**src/include/fpt_pkg.sv**
```systemverilog
// package: register map, field positions and widths of the fast pwm timer
package fpt_pkg;
   // ************
   // widths
   // ************
   localparam int CNT_W = 10;
   localparam int STAGE_W = 2;
   localparam int LOW_W = 8;
   localparam int CS_W = 4;
   localparam int PRE_W = 14;
   localparam int ADDR_W = 8;
   localparam int DATA_W = 32;
   localparam int UNITS = 4;
   localparam int FLAG_N = 4;
   localparam int IRQ_N = 5;
   // ************
   // compare unit indices and internal flag indices
   // ************
   localparam int UNIT_A = 0;
   localparam int UNIT_B = 1;
   localparam int UNIT_TOP = 2;
   localparam int UNIT_D = 3;
   localparam int FL_OVF = 0;
   localparam int FL_A = 1;
   localparam int FL_B = 2;
   localparam int FL_D = 3;
   localparam int IRQ_FAULT = 4;
   // ************
   // register byte addresses
   // ************
   localparam logic [7:0] ADDR_COUNTER = 8'h00;
   localparam logic [7:0] ADDR_CMP_A = 8'h04;
   localparam logic [7:0] ADDR_CMP_B = 8'h08;
   localparam logic [7:0] ADDR_CMP_TOP = 8'h0C;
   localparam logic [7:0] ADDR_CMP_D = 8'h10;
   localparam logic [7:0] ADDR_STAGE = 8'h14;
   localparam logic [7:0] ADDR_CTRL_B = 8'h18;
   localparam logic [7:0] ADDR_CTRL_D = 8'h1C;
   localparam logic [7:0] ADDR_FLAGS = 8'h20;
   localparam logic [7:0] ADDR_MASK = 8'h24;
   localparam logic [7:0] ADDR_PLL = 8'h28;
   // ************
   // field positions
   // ************
   localparam int CS_LSB = 0;
   localparam int PSR_BIT = 6;
   localparam int FAULT_EN_BIT = 7;
   localparam int FAULT_FLAG_BIT = 6;
   localparam int TF_D_BIT = 7;
   localparam int TF_A_BIT = 6;
   localparam int TF_B_BIT = 5;
   localparam int TF_OVF_BIT = 2;
   localparam int SLOW_BIT = 7;
   localparam int ASYNC_BIT = 2;
   // ************
   // reset values and special counts
   // ************
   localparam logic [9:0] CNT_RST = 10'h000;
   localparam logic [9:0] TOP_RST = 10'h3FF;
   localparam logic [7:0] MAX8 = 8'hFF;
   localparam logic [3:0] CS_STOP = 4'h0;
   localparam logic [13:0] PRE_ONE = 14'h0001;
   localparam logic [9:0] CNT_ONE = 10'h001;
endpackage : fpt_pkg

```
**src/fpt_compare_unit.sv**
```systemverilog
// one compare unit: match pulse and output pin
`timescale 1ns/1ps
`default_nettype none
module fpt_compare_unit
(
   input wire logic core_clk,
   input wire logic sys_rst,
   input wire logic clkEn,
   input wire logic timerTick,
   input wire logic matchBlock,
   input wire logic [fpt_pkg::CNT_W-1:0] count,
   input wire logic [fpt_pkg::CNT_W-1:0] compareValue,
   output logic matchPulse,
   output logic pinOut
);
   typedef struct packed {
      logic match;
      logic pin;
   } cmp_state_t;

   cmp_state_t st;
   cmp_state_t next_st;

   always_comb
   begin
      next_st = st;
      next_st.match = 1'b0;
      if (timerTick && !matchBlock)
      begin
         if (count == compareValue)
         begin
            next_st.match = 1'b1;
            next_st.pin = 1'b0;
         end
         else if (count == fpt_pkg::CNT_RST)
         begin
            next_st.pin = 1'b1;
         end
      end
   end

   always_ff @(posedge core_clk)
   begin
      if (sys_rst)
      begin
         st <= '0;
      end
      else if (clkEn)
      begin
         st <= next_st;
      end
   end

   assign matchPulse = st.match;
   assign pinOut = st.pin;
endmodule : fpt_compare_unit
`default_nettype wire

```
**src/fpt_prescaler.sv**
```systemverilog
// prescaler: base clock choice, low speed halving, divide selection
`timescale 1ns/1ps
`default_nettype none
module fpt_prescaler
(
   input wire logic core_clk,
   input wire logic sys_rst,
   input wire logic clkEn,
   input wire logic asyncMode,
   input wire logic lowSpeed,
   input wire logic fastTick,
   input wire logic [fpt_pkg::CS_W-1:0] clkSel,
   input wire logic prescalerReset,
   output logic timerTick
);
   typedef struct packed {
      logic [fpt_pkg::PRE_W-1:0] cnt;
      logic half;
      logic tick;
   } pre_state_t;

   pre_state_t st;
   pre_state_t next_st;
   logic baseTick;
   logic [fpt_pkg::PRE_W-1:0] mask;

   always_comb
   begin
      next_st = st;
      next_st.tick = 1'b0;
      mask = '0;
      // fast clock halved in low speed
      if (fastTick && lowSpeed)
      begin
         next_st.half = ~st.half;
      end
      baseTick = asyncMode ? (fastTick && (!lowSpeed || st.half)) : 1'b1;
      if (clkSel != fpt_pkg::CS_STOP)
      begin
         mask = (fpt_pkg::PRE_ONE << (clkSel - 4'h1)) - fpt_pkg::PRE_ONE;
      end
      if (prescalerReset)
      begin
         next_st.cnt = '0;
         next_st.half = 1'b0;
      end
      else if (baseTick)
      begin
         next_st.cnt = st.cnt + fpt_pkg::PRE_ONE;
         if (clkSel != fpt_pkg::CS_STOP && (st.cnt & mask) == mask)
         begin
            next_st.tick = 1'b1;
         end
      end
   end

   always_ff @(posedge core_clk)
   begin
      if (sys_rst)
      begin
         st <= '0;
      end
      else if (clkEn)
      begin
         st <= next_st;
      end
   end

   assign timerTick = st.tick;
endmodule : fpt_prescaler
`default_nettype wire

```
**src/fpt_timer_top.sv**
```systemverilog
// fast pwm timer: apb registers, staging byte access, counter, sync stages
//
// Functional notes
// - fast clock 64 MHz, halved in low speed
// - 10-bit counter, 8-bit when msbs zero
// - one 2-bit staging register for all
// - low byte read copies msbs to stage
// - low byte write takes msbs from stage
// - top compare value clears the counter
// - units A, B, D drive pin and match
// - flags in flag register, individually masked
// - async compare and select writes pass sync stages first
// - control and compare read back immediately
// - counter, stage, flags read back delayed in async mode
// - prescaler base follows async select bit
// - divide 1 to 16384, plus stop
// - report bottom at zero, max whenever the counter's low byte is FF
// - prescaler reset bit resets the prescaler
// - select zero stops counting, access stays
`timescale 1ns/1ps
`default_nettype none
module fpt_timer_top
(
   input wire logic core_clk,
   input wire logic sys_rst,
   input wire logic clkEn,
   input wire logic fastTick,
   input wire logic faultEvent,
   input wire logic psel,
   input wire logic penable,
   input wire logic pwrite,
   input wire logic [fpt_pkg::ADDR_W-1:0] paddr,
   input wire logic [fpt_pkg::DATA_W-1:0] pwdata,
   output logic pready,
   output logic [fpt_pkg::DATA_W-1:0] prdata,
   output logic pslverr,
   output logic pwmA,
   output logic pwmB,
   output logic pwmD,
   output logic [fpt_pkg::IRQ_N-1:0] irqReq,
   output logic atBottom,
   output logic atMax
);
   // ************
   // state
   // ************
   typedef logic [fpt_pkg::UNITS-1:0][fpt_pkg::CNT_W-1:0] cmp_array_t;

   typedef struct packed {
      logic [fpt_pkg::CNT_W-1:0] counter;
      logic [fpt_pkg::STAGE_W-1:0] stage;
      cmp_array_t cmp;
      cmp_array_t cmpSync1;
      cmp_array_t cmpSync2;
      logic [fpt_pkg::CS_W-1:0] clkSel;
      logic [fpt_pkg::CS_W-1:0] clkSelSync1;
      logic [fpt_pkg::CS_W-1:0] clkSelSync2;
      logic psr;
      logic faultEn;
      logic faultFlag;
      logic [fpt_pkg::FLAG_N-1:0] flags;
      logic [fpt_pkg::FLAG_N-1:0] mask;
      logic asyncSel;
      logic lowSpeed;
      logic [fpt_pkg::CNT_W-1:0] cntRd1;
      logic [fpt_pkg::CNT_W-1:0] cntRd2;
      logic [fpt_pkg::STAGE_W-1:0] stageRd1;
      logic [fpt_pkg::STAGE_W-1:0] stageRd2;
      logic [fpt_pkg::FLAG_N-1:0] flagRd1;
      logic [fpt_pkg::FLAG_N-1:0] flagRd2;
      logic blockMatch;
      logic ready;
      logic [fpt_pkg::DATA_W-1:0] rdata;
      logic err;
      logic [fpt_pkg::IRQ_N-1:0] irq;
      logic bottom;
      logic max;
   } top_state_t;

   top_state_t st;
   top_state_t next_st;
   logic timerTick;
   logic [fpt_pkg::UNITS-1:0] matchPulse;
   logic [fpt_pkg::UNITS-1:0] unitPin;
   cmp_array_t effCmp;
   logic [fpt_pkg::CS_W-1:0] effClkSel;
   logic [fpt_pkg::CNT_W-1:0] rdCounter;
   logic [fpt_pkg::STAGE_W-1:0] rdStage;
   logic [fpt_pkg::FLAG_N-1:0] rdFlags;
   logic [fpt_pkg::LOW_W-1:0] wByte;
   logic [fpt_pkg::LOW_W-1:0] rByte;
   logic [fpt_pkg::LOW_W-1:0] flagByte;
   logic [fpt_pkg::LOW_W-1:0] maskByte;
   logic access;
   logic done;
   logic hit;
   logic isLow;
   logic [fpt_pkg::CNT_W-1:0] lowReg;
   int unitIdx;

   assign effCmp = st.asyncSel ? st.cmpSync2 : st.cmp;
   assign effClkSel = st.asyncSel ? st.clkSelSync2 : st.clkSel;
   assign rdCounter = st.asyncSel ? st.cntRd2 : st.counter;
   assign rdStage = st.asyncSel ? st.stageRd2 : st.stage;
   assign rdFlags = st.asyncSel ? st.flagRd2 : st.flags;

   // ************
   // prescaler and compare units
   // ************
   fpt_prescaler u_prescaler
   (
      .core_clk(core_clk),
      .sys_rst(sys_rst),
      .clkEn(clkEn),
      .asyncMode(st.asyncSel),
      .lowSpeed(st.lowSpeed),
      .fastTick(fastTick),
      .clkSel(effClkSel),
      .prescalerReset(st.psr),
      .timerTick(timerTick)
   );

   genvar gi;
   generate
      for (gi = 0; gi < fpt_pkg::UNITS; gi++)
      begin : g_unit
         if (gi != fpt_pkg::UNIT_TOP)
         begin : g_cmp
            fpt_compare_unit u_cmp
            (
               .core_clk(core_clk),
               .sys_rst(sys_rst),
               .clkEn(clkEn),
               .timerTick(timerTick),
               .matchBlock(st.blockMatch),
               .count(st.counter),
               .compareValue(effCmp[gi]),
               .matchPulse(matchPulse[gi]),
               .pinOut(unitPin[gi])
            );
         end
         else
         begin : g_top
            assign matchPulse[gi] = 1'b0;
            assign unitPin[gi] = 1'b0;
         end
      end
   endgenerate

   // ************
   // next state
   // ************
   always_comb
   begin
      next_st = st;
      access = psel && penable;
      done = access && st.ready;
      wByte = pwdata[fpt_pkg::LOW_W-1:0];
      flagByte = '0;
      flagByte[fpt_pkg::TF_OVF_BIT] = rdFlags[fpt_pkg::FL_OVF];
      flagByte[fpt_pkg::TF_A_BIT] = rdFlags[fpt_pkg::FL_A];
      flagByte[fpt_pkg::TF_B_BIT] = rdFlags[fpt_pkg::FL_B];
      flagByte[fpt_pkg::TF_D_BIT] = rdFlags[fpt_pkg::FL_D];
      maskByte = '0;
      maskByte[fpt_pkg::TF_OVF_BIT] = st.mask[fpt_pkg::FL_OVF];
      maskByte[fpt_pkg::TF_A_BIT] = st.mask[fpt_pkg::FL_A];
      maskByte[fpt_pkg::TF_B_BIT] = st.mask[fpt_pkg::FL_B];
      maskByte[fpt_pkg::TF_D_BIT] = st.mask[fpt_pkg::FL_D];
      // address decode
      hit = 1'b1;
      isLow = 1'b1;
      unitIdx = fpt_pkg::UNIT_A;
      lowReg = rdCounter;
      rByte = '0;
      if (paddr == fpt_pkg::ADDR_COUNTER)
      begin
         lowReg = rdCounter;
      end
      else if (paddr == fpt_pkg::ADDR_CMP_A)
      begin
         unitIdx = fpt_pkg::UNIT_A;
         lowReg = st.cmp[fpt_pkg::UNIT_A];
      end
      else if (paddr == fpt_pkg::ADDR_CMP_B)
      begin
         unitIdx = fpt_pkg::UNIT_B;
         lowReg = st.cmp[fpt_pkg::UNIT_B];
      end
      else if (paddr == fpt_pkg::ADDR_CMP_TOP)
      begin
         unitIdx = fpt_pkg::UNIT_TOP;
         lowReg = st.cmp[fpt_pkg::UNIT_TOP];
      end
      else if (paddr == fpt_pkg::ADDR_CMP_D)
      begin
         unitIdx = fpt_pkg::UNIT_D;
         lowReg = st.cmp[fpt_pkg::UNIT_D];
      end
      else
      begin
         isLow = 1'b0;
         if (paddr == fpt_pkg::ADDR_STAGE)
         begin
            rByte = {6'h00, rdStage};
         end
         else if (paddr == fpt_pkg::ADDR_CTRL_B)
         begin
            rByte = {4'h0, st.clkSel};
         end
         else if (paddr == fpt_pkg::ADDR_CTRL_D)
         begin
            rByte[fpt_pkg::FAULT_EN_BIT] = st.faultEn;
            rByte[fpt_pkg::FAULT_FLAG_BIT] = st.faultFlag;
         end
         else if (paddr == fpt_pkg::ADDR_FLAGS)
         begin
            rByte = flagByte;
         end
         else if (paddr == fpt_pkg::ADDR_MASK)
         begin
            rByte = maskByte;
         end
         else if (paddr == fpt_pkg::ADDR_PLL)
         begin
            rByte[fpt_pkg::SLOW_BIT] = st.lowSpeed;
            rByte[fpt_pkg::ASYNC_BIT] = st.asyncSel;
         end
         else
         begin
            hit = 1'b0;
         end
      end
      if (isLow)
      begin
         // compare registers read back at once
         rByte = lowReg[fpt_pkg::LOW_W-1:0];
      end
      // apb answer one cycle into the access phase
      next_st.ready = access && !st.ready;
      if (access && !st.ready)
      begin
         next_st.rdata = {24'h000000, rByte};
         next_st.err = !hit;
      end
      // sync pipelines
      next_st.cmpSync1 = st.cmp;
      next_st.cmpSync2 = st.cmpSync1;
      next_st.clkSelSync1 = st.clkSel;
      next_st.clkSelSync2 = st.clkSelSync1;
      next_st.cntRd1 = st.counter;
      next_st.cntRd2 = st.cntRd1;
      next_st.stageRd1 = st.stage;
      next_st.stageRd2 = st.stageRd1;
      next_st.flagRd1 = st.flags;
      next_st.flagRd2 = st.flagRd1;
      next_st.psr = 1'b0;
      if (timerTick)
      begin
         next_st.blockMatch = 1'b0;
      end
      // counting; clear at top; stopped when select zero
      if (timerTick && effClkSel != fpt_pkg::CS_STOP)
      begin
         if (st.counter == effCmp[fpt_pkg::UNIT_TOP])
         begin
            next_st.counter = fpt_pkg::CNT_RST;
         end
         else
         begin
            next_st.counter = st.counter + fpt_pkg::CNT_ONE;
         end
      end
      // register writes and read side effects
      if (done && !st.err && pwrite)
      begin
         if (isLow)
         begin
            // msbs loaded from stage; shared stage
            if (paddr == fpt_pkg::ADDR_COUNTER)
            begin
               next_st.counter = {st.stage, wByte};
               next_st.blockMatch = 1'b1;
            end
            else
            begin
               next_st.cmp[unitIdx] = {st.stage, wByte};
            end
         end
         else if (paddr == fpt_pkg::ADDR_STAGE)
         begin
            next_st.stage = wByte[fpt_pkg::STAGE_W-1:0];
         end
         else if (paddr == fpt_pkg::ADDR_CTRL_B)
         begin
            next_st.clkSel = wByte[fpt_pkg::CS_LSB +: fpt_pkg::CS_W];
            next_st.psr = wByte[fpt_pkg::PSR_BIT];
         end
         else if (paddr == fpt_pkg::ADDR_CTRL_D)
         begin
            next_st.faultEn = wByte[fpt_pkg::FAULT_EN_BIT];
            if (wByte[fpt_pkg::FAULT_FLAG_BIT])
            begin
               next_st.faultFlag = 1'b0;
            end
         end
         else if (paddr == fpt_pkg::ADDR_FLAGS)
         begin
            next_st.flags = st.flags & ~{wByte[fpt_pkg::TF_D_BIT], wByte[fpt_pkg::TF_B_BIT],
               wByte[fpt_pkg::TF_A_BIT], wByte[fpt_pkg::TF_OVF_BIT]};
         end
         else if (paddr == fpt_pkg::ADDR_MASK)
         begin
            next_st.mask = {wByte[fpt_pkg::TF_D_BIT], wByte[fpt_pkg::TF_B_BIT],
               wByte[fpt_pkg::TF_A_BIT], wByte[fpt_pkg::TF_OVF_BIT]};
         end
         else if (paddr == fpt_pkg::ADDR_PLL)
         begin
            next_st.lowSpeed = wByte[fpt_pkg::SLOW_BIT];
            next_st.asyncSel = wByte[fpt_pkg::ASYNC_BIT];
         end
      end
      else if (done && !st.err && isLow)
      begin
         // low read copies msbs; overwrites stage
         next_st.stage = lowReg[fpt_pkg::CNT_W-1 -: fpt_pkg::STAGE_W];
      end
      // event flags, set wins over clear
      if (timerTick && effClkSel != fpt_pkg::CS_STOP
         && st.counter == effCmp[fpt_pkg::UNIT_TOP])
      begin
         next_st.flags[fpt_pkg::FL_OVF] = 1'b1;
      end
      if (matchPulse[fpt_pkg::UNIT_A])
      begin
         next_st.flags[fpt_pkg::FL_A] = 1'b1;
      end
      if (matchPulse[fpt_pkg::UNIT_B])
      begin
         next_st.flags[fpt_pkg::FL_B] = 1'b1;
      end
      if (matchPulse[fpt_pkg::UNIT_D])
      begin
         next_st.flags[fpt_pkg::FL_D] = 1'b1;
      end
      if (faultEvent)
      begin
         next_st.faultFlag = 1'b1;
      end
      next_st.irq = {st.faultFlag && st.faultEn, st.flags & st.mask};
      next_st.bottom = (st.counter == fpt_pkg::CNT_RST);
      next_st.max = (st.counter[fpt_pkg::LOW_W-1:0] == fpt_pkg::MAX8);
   end

   always_ff @(posedge core_clk)
   begin
      if (sys_rst)
      begin
         st <= '0;
         st.cmp[fpt_pkg::UNIT_TOP] <= fpt_pkg::TOP_RST;
         st.cmpSync1[fpt_pkg::UNIT_TOP] <= fpt_pkg::TOP_RST;
         st.cmpSync2[fpt_pkg::UNIT_TOP] <= fpt_pkg::TOP_RST;
      end
      else if (clkEn)
      begin
         st <= next_st;
      end
   end

   // ************
   // outputs
   // ************
   assign pready = st.ready;
   assign prdata = st.rdata;
   assign pslverr = st.err;
   assign pwmA = unitPin[fpt_pkg::UNIT_A];
   assign pwmB = unitPin[fpt_pkg::UNIT_B];
   assign pwmD = unitPin[fpt_pkg::UNIT_D];
   assign irqReq = st.irq;
   assign atBottom = st.bottom;
   assign atMax = st.max;
endmodule : fpt_timer_top
`default_nettype wire

```
**config.mk**
```make
export PLATFORM = sky130hd
export DESIGN_NAME = fpt_timer_top
export DESIGN_NICKNAME = d
export VERILOG_FILES = /design/src/include/fpt_pkg.sv /design/src/fpt_compare_unit.sv /design/src/fpt_prescaler.sv /design/src/fpt_timer_top.sv
export SDC_FILE = /design/constraint.sdc
export NUM_CORES = 1
export LEC_CHECK = 0
export ABC_CLOCK_PERIOD_IN_PS = 4100
export BUFFER_PORTS_ARGS = -buffer_cell sky130_fd_sc_hd__buf_2
export CAP_MARGIN = 5
export CORE_MARGIN = 2
export CORE_UTILIZATION = 45
export DETAILED_ROUTE_END_ITERATION = 7
export GPL_ROUTABILITY_DRIVEN = 0
export SLEW_MARGIN = 20
export SYNTH_ARGS = -nofsm -noshare
export SYNTH_HDL_FRONTEND = slang
export SYNTH_HIERARCHICAL = 1
export SYNTH_SLANG_ARGS = --single-unit
```
**constraint.sdc**
```tcl
create_clock -name core_clk -period 4.1 [get_ports core_clk]
set_input_delay 0.205 -clock core_clk [delete_from_list [all_inputs] [get_ports core_clk]]
set_output_delay 0.205 -clock core_clk [all_outputs]
set_load 0.1 [all_outputs]
```
Yosys cells after proc, flatten, opt, wreduce, memory -nomap -nowiden
Cells that the tools add are included.
Operators by class
  add/subtract/negate cells: 4
  magnitude comparators: 2
  equal/unequal tests: 37
  shift-type cells: 1
  multiplexer cells: 100
  bitwise gates (word level): 12
  reduce and logical (&&, ||, !) cells: 57
Operators by type and width (count)
  $mux W10: 13
  $mux W8: 9
  $mux W1: 44
  $mux W14: 3
  $bwmux W40: 1
  $eq A10 B10 Y1: 4
  $mux W40: 1
  $mux W13: 3
  $reduce_and A7 Y1: 5
  $mux W2: 17
  $reduce_bool A2 Y1: 17
  $eq A8 B5 Y1 const B: 4
  $ge A32 B1 Y1 const B: 1
  $lt A32 B4 Y1 const B: 1
  $ne A2 B1 Y1 const B: 16
  $eq A8 B6 Y1 const B: 3
  $demux W10 S2: 1
  $mux W4: 5
  $eq A8 B4 Y1 const B: 2
  $add A14 B1 Y14 const B: 1
  $and A14 B14 Y14: 1
  $eq A14 B14 Y1: 1
  $logic_and A1 B1 Y1: 14
  $shl A1 B4 Y14 const A: 1
  23 further kinds: 45
Storage, ports and cells
  bits in registers: 229
  input port bits: 48
  output and inout bits: 44
  logic and storage cells: 262

Depth between registers and ports, before layout
  depth after elaboration: 13
  mapped depth: 16
  depth with buffers taken out: 9

Modules after synthesis
The synthesis kept the hierarchy.
Modules (own cells, without submodules)
  fpt_timer_top: times used 1, cells each 1047, area each 9703.1 um2, seq. area each 4144.0 um2
  fpt_prescaler: times used 1, cells each 138, area each 1074.8 um2, seq. area each 320.3 um2
  fpt_compare_unit: times used 3, cells each 26, area each 232.7 um2, seq. area each 40.0 um2

Worst setup path after synthesis
No wires, ideal clock.
  path kind: reg-to-reg
  start point: register st[75] (netlist name)
  end point: register u_prescaler.st, in the netlist u_prescaler/timerTick
  setup time: 128 ps
  arrival time: 3347 ps
  required time: 3972 ps
  setup slack: 625 ps
  stages on the path, launching flop included: 17
  path buffers: 7
  clock period less this slack: 3475 ps
  cell sequence: dfxtp_1 buf_6 buf_8 buf_2 buf_2 buf_2 mux2_2 buf_2 nor2_1 nand3_1 ha_1 clkbuf_1 or3b_2 o21ai_0 a221oi_1 a21oi_1 o31ai_1
Between the ends
  longest elaborated chain between the ends: 11
  elaborated cells between the ends (all ways): 13
  those cells by class: 2 x add/sub; 1 x eq/ne; 1 x shift; 6 x mux; 1 x bitwise; 2 x reduce/logical
Ends and longest elaborated chain
  start, declared: RTL line fpt_timer_top.sv:80  | top_state_t st;
  start signal, assigned: RTL line fpt_timer_top.sv:365  | st <= next_st;
  $mux W4 *: RTL line fpt_timer_top.sv:102  | assign effClkSel = st.asyncSel ? st.clkSelSync2 : st.clkSel;
  named net effClkSel (one bit): RTL line fpt_timer_top.sv:86  | logic [fpt_pkg::CS_W-1:0] effClkSel;
  $sub A4 B1 Y4: RTL line fpt_prescaler.sv:40  | mask = (fpt_pkg::PRE_ONE << (clkSel - 4'h1)) - fpt_pkg::PRE_ONE;
  $shl A1 B4 Y14: RTL line fpt_prescaler.sv:40
  $sub A14 B1 Y14: RTL line fpt_prescaler.sv:40
  $mux W14: RTL line fpt_prescaler.sv:38  | if (clkSel != fpt_pkg::CS_STOP)
  $and A14 B14 Y14: RTL line fpt_prescaler.sv:50  | if (clkSel != fpt_pkg::CS_STOP && (st.cnt & mask) == mask)
  $eq A14 B14 Y1: RTL line fpt_prescaler.sv:50
  $logic_and A1 B1 Y1 *: RTL line fpt_prescaler.sv:50
  $mux W1 *: RTL line fpt_prescaler.sv:50
  $mux W1 *: RTL line fpt_prescaler.sv:47  | else if (baseTick)
  $mux W1 *: RTL line fpt_prescaler.sv:42  | if (prescalerReset)
  end signal, assigned: RTL line fpt_prescaler.sv:65  | st <= next_st;
  end, declared: RTL line fpt_prescaler.sv:22  | pre_state_t st;
Mark *: on every way through the listed nets, which the timed path passes. The rest lies on a longest branch.
A chain may end at the register's enable or synchronous reset.

Worst setup path after layout
Same ends and word-level chain as after synthesis.

==> impl_metrics.tcl <==
set metrics [dict create \
    outcome "complete, no violations" \
    p_leak_uw 0.00499 \
    min_period_ns 2.80 \
    layout-drive-gt1-share_pct 14.3 \
    reg2reg_depth 9 \
    path_clk_slew_ns 0.06 \
    die_w_um 164 \
    swShare_pct 24.4 \
    clock_sinks 229 \
    rows 58 \
    synth.top_cells.by_count "dfxtp_1 (229), nor2_1 (190), mux2i_1 (183), nand2_1 (102), a21oi_1 (51)" \
    cts_setup_buffers 0 \
    worst_clock_skew_ns 0.0334 \
    syn_inst 1263 \
    final_max_slew_viol_count 0 \
    cts_htree_levels 1 \
    seqPwrFrac_pct 44.6 \
    yosysTopAreaCell "dfxtp_1" \
    fin_crit_sh_pct 68.3 \
    synth.most_common_cell "dfxtp_1" \
    final_nets 1302 \
    initial_core_util_pct 45.7 \
    synth_edf_count 0 \
    rsz0062_at_grt "no" \
    synth_xor_area_share_pct 4.43 \
    setup_violations 0 \
    track_usage_pct 23.2 \
    hold-path-cell-count 3 \
    grt_start_max_net_pins 92 \
    syn-mean-instance-area_sq_um 9.09 \
    start_kind "flop" \
    yosysSeqAreaShare_pct 39.9 \
    drt_iter0_markers 788 \
    fillerInstances 2427 \
    syn_area_sq_mm 0.0115 \
    viasPerCell 5.59 \
    antenna_found_initial 1 \
    overflow 0 \
    worst_pin_slew_ns 0.965 \
    vias 8937 \
    ioPinCount 92 \
    synth_area_leaders "dfxtp_1 (40%), mux2i_1 (16%), nor2_1 (6.2%), mux2_2 (3.5%), nand2_1 (3.3%)" \
    dp.cells 1549 \
    peakVddDrop_uv 364 \
    synth_top_area_share_pct 39.9 \
    crit_fanout 24 \
    synth_fa_ha_area_share_pct 0.436 \
    grt_pass1_vias 8270 \
    synth_compound_area_share_pct 10.0 \
    max_freq_mhz 357 \
    firstDrtPassIters 5 \
    regToRegSetupSlack_ns 1.30 \
    ant_nets 0 \
    p_comb_share_pct 6.5 \
    cp.arrival_ns 3.21 \
    portBuffers 43 \
    core_sq_mm 0.0251 \
    power_switching_uw 1220 \
    worstHoldEndpoint "next_st[169]$_SDFFE_PP0P_" \
    clk_latency_ns 0.55 \
    dieArea_sq_mm 0.0268 \
    ys_warn_count 6 \
    cts_buffers 26 \
    grt_use_met2_pct 36.2 \
    tns_ns 0 \
    finalWirelength_mm 31.1 \
    cts-root-buf "clkbuf_16" \
    finalNonFillerCells 1600 \
    maxSlewHeadroom_pct 35.1 \
    worst_hold_slack_ns 0.0390 \
    dp_hpwl_mm 20.6 \
    remaining_drc_errors 0 \
    tritoncts "done" \
    hold_viol 0 \
    synth_seq_cells 229 \
    worstPathRequired_ns 4.51 \
    clock_path_buffers 3 \
    register_area_sq_mm 0.00459 \
    avgRoutedWirePerCell_um 19.4 \
    die_y_um 164 \
    area_growth_pct 9.66 \
    grt_first_pass_wirelength_mm 48.3 \
    r2r-end "u_prescaler/timerTick$_SDFFE_PP0P_" \
    synth-simple-area-share_pct 19.1 \
    use_met3_pct 4.04 \
    r2r-start "st[75]$_SDFFE_PP0P_" \
    grt_util_met1_pct 32.2 \
    worstSetupPathType "reg2reg" \
    drv_cap 0 \
    min_from "pwdata[0]" \
    async_flop_share_pct 0 \
    synthMuxAreaShare_pct 19.5 \
    hold_path.class "in2reg" \
    yosysUniqueCellTypes 85 \
    ys.flop_type "dfxtp_1" \
    p_int_uw 3790 \
    clockPowerShare_pct 48.8 \
    multi_input_area_sq_mm 0.00623 \
    power_density_mw_per_mm2 399 \
    busiest_layer "met2" \
    synth_top_family_by_area "multiplexers" \
    worstSetupEndpointType "flop" \
]
cells in the final DEF (no fill, tap or decap), types with 21 or more instances in the layout:
| master | instances |
|---|---|
| a21oi_1 | 51 |
| a22oi_1 | 21 |
| buf_2 | 41 |
| clkbuf_16 | 26 |
| conb_1 | 24 |
| dfxtp_1 | 228 |
| mux2_2 | 36 |
| mux2i_1 | 183 |
| nand2_1 | 102 |
| nand3_1 | 28 |
| nor2_1 | 190 |
| o21ai_0 | 30 |
| xnor2_1 | 22 |
| xor2_1 | 36 |
stage by stage:
| step | setup WS [ns] | power [uW] | cell area, sq um | util [%] |
|---|---|---|---|---|
| 3_5_place_dp | 1.31 | 2610 | 11600 | 46.4 |
| 5_1_grt | 1.08 | 5160 | 12600 | 50.1 |
| 3_3_place_gp | 1.33 | 2610 | 11600 | 46.4 |
| 2_1_floorplan | 0.625 | 2560 | 11600 | - |
| 6_report | 1.30 | 5020 | 12600 | 50.1 |
| 4_1_cts | 1.31 | 5050 | 12600 | 50.1 |
flip-flops by register name, indices dropped and copies added (netlist names), 3 cells and up:
| register | cells |
|---|---|
| g_unit.g_cmp.u_cmp/matchPulse | 3 |
| g_unit.g_cmp.u_cmp/pinOut | 3 |
| irqReq | 5 |
| maskByte | 4 |
| next_st | 120 |
| prdata | 8 |
| st | 66 |
| u_prescaler/st | 15 |
worst max-delay path by stage:
stage                                    from                            endpoint  slack (ns)  cells after the start
after CTS                 st[75]$_SDFFE_PP0P_  u_prescaler/timerTick$_SDFFE_PP0P_        1.31                      9
after floorplan           st[75]$_SDFFE_PP0P_  u_prescaler/timerTick$_SDFFE_PP0P_        0.62                     16
after global placement    st[75]$_SDFFE_PP0P_  u_prescaler/timerTick$_SDFFE_PP0P_        1.33                      9
after detailed placement  st[75]$_SDFFE_PP0P_  u_prescaler/timerTick$_SDFFE_PP0P_        1.31                      9
final                     st[75]$_SDFFE_PP0P_  u_prescaler/timerTick$_SDFFE_PP0P_        1.30                      9
after global routing      st[75]$_SDFFE_PP0P_  u_prescaler/timerTick$_SDFFE_PP0P_        1.08                      9
timing repair:
action / 4_1_cts / 5_1_grt
gates resized for setup: 0 / 0
endpoints found under the hold margin: 3 / 0
hold buffers: 3 / 0
final cells by class:
| type | count | area share (%) |
|---|---|---|
| Clock buffer | 39 | 6.19 |
| Inverter | 18 | 0.537 |
| Sequential cell | 229 | 36.5 |
| Timing Repair Buffer | 58 | 2.98 |
| Multi-Input combinational cell | 917 | 49.5 |
| Antenna cell | 1 | 0.0199 |
| Clock inverter | 8 | 1.02 |
| Tap cell | 330 | 3.28 |
logic make-up after synthesis:
| kind of cell | count (synthesis) |
|---|---|
| AND/OR/NAND/NOR | 441 |
| other | 1 |
| buffers and inverters | 140 |
| adder cells (fa/ha/maj) | 4 |
| flip-flops | 229 |
| AO/OA/AOI/OAI | 171 |
| multiplexers | 219 |
| XOR/XNOR | 58 |
power groups by stage:
stage / sequential (uW) / clock, uW / combinational, uW
final: 2240 / 2450 / 327
after global routing: 2240 / 2580 / 345
after CTS: 2240 / 2490 / 326
after detailed placement: 2290 / 0 / 323
after global placement: 2290 / 0 / 323
after floorplan: 2300 / 0 / 260
worst max-delay path, cell delays in order, from the launching register on:
cell	delay (ns)
dfxtp_4	0.55
mux2_2	0.48
nor2_1	0.16
nand3_1	0.12
ha_1	0.32
or3b_2	0.54
o21ai_0	0.16
a221oi_1	0.09
a21oi_1	0.16
o31ai_1	0.07
layer usage:
| metal | up-vias | routed length, um |
|---|---|---|
| li1 | 4345 | - |
| met4 | 0 | 1050 |
| met1 | 4269 | 14100 |
| met2 | 263 | 14100 |
| met3 | 60 | 1860 |
| met5 | - | 0 |
Power figures use the tool's default switching activity.
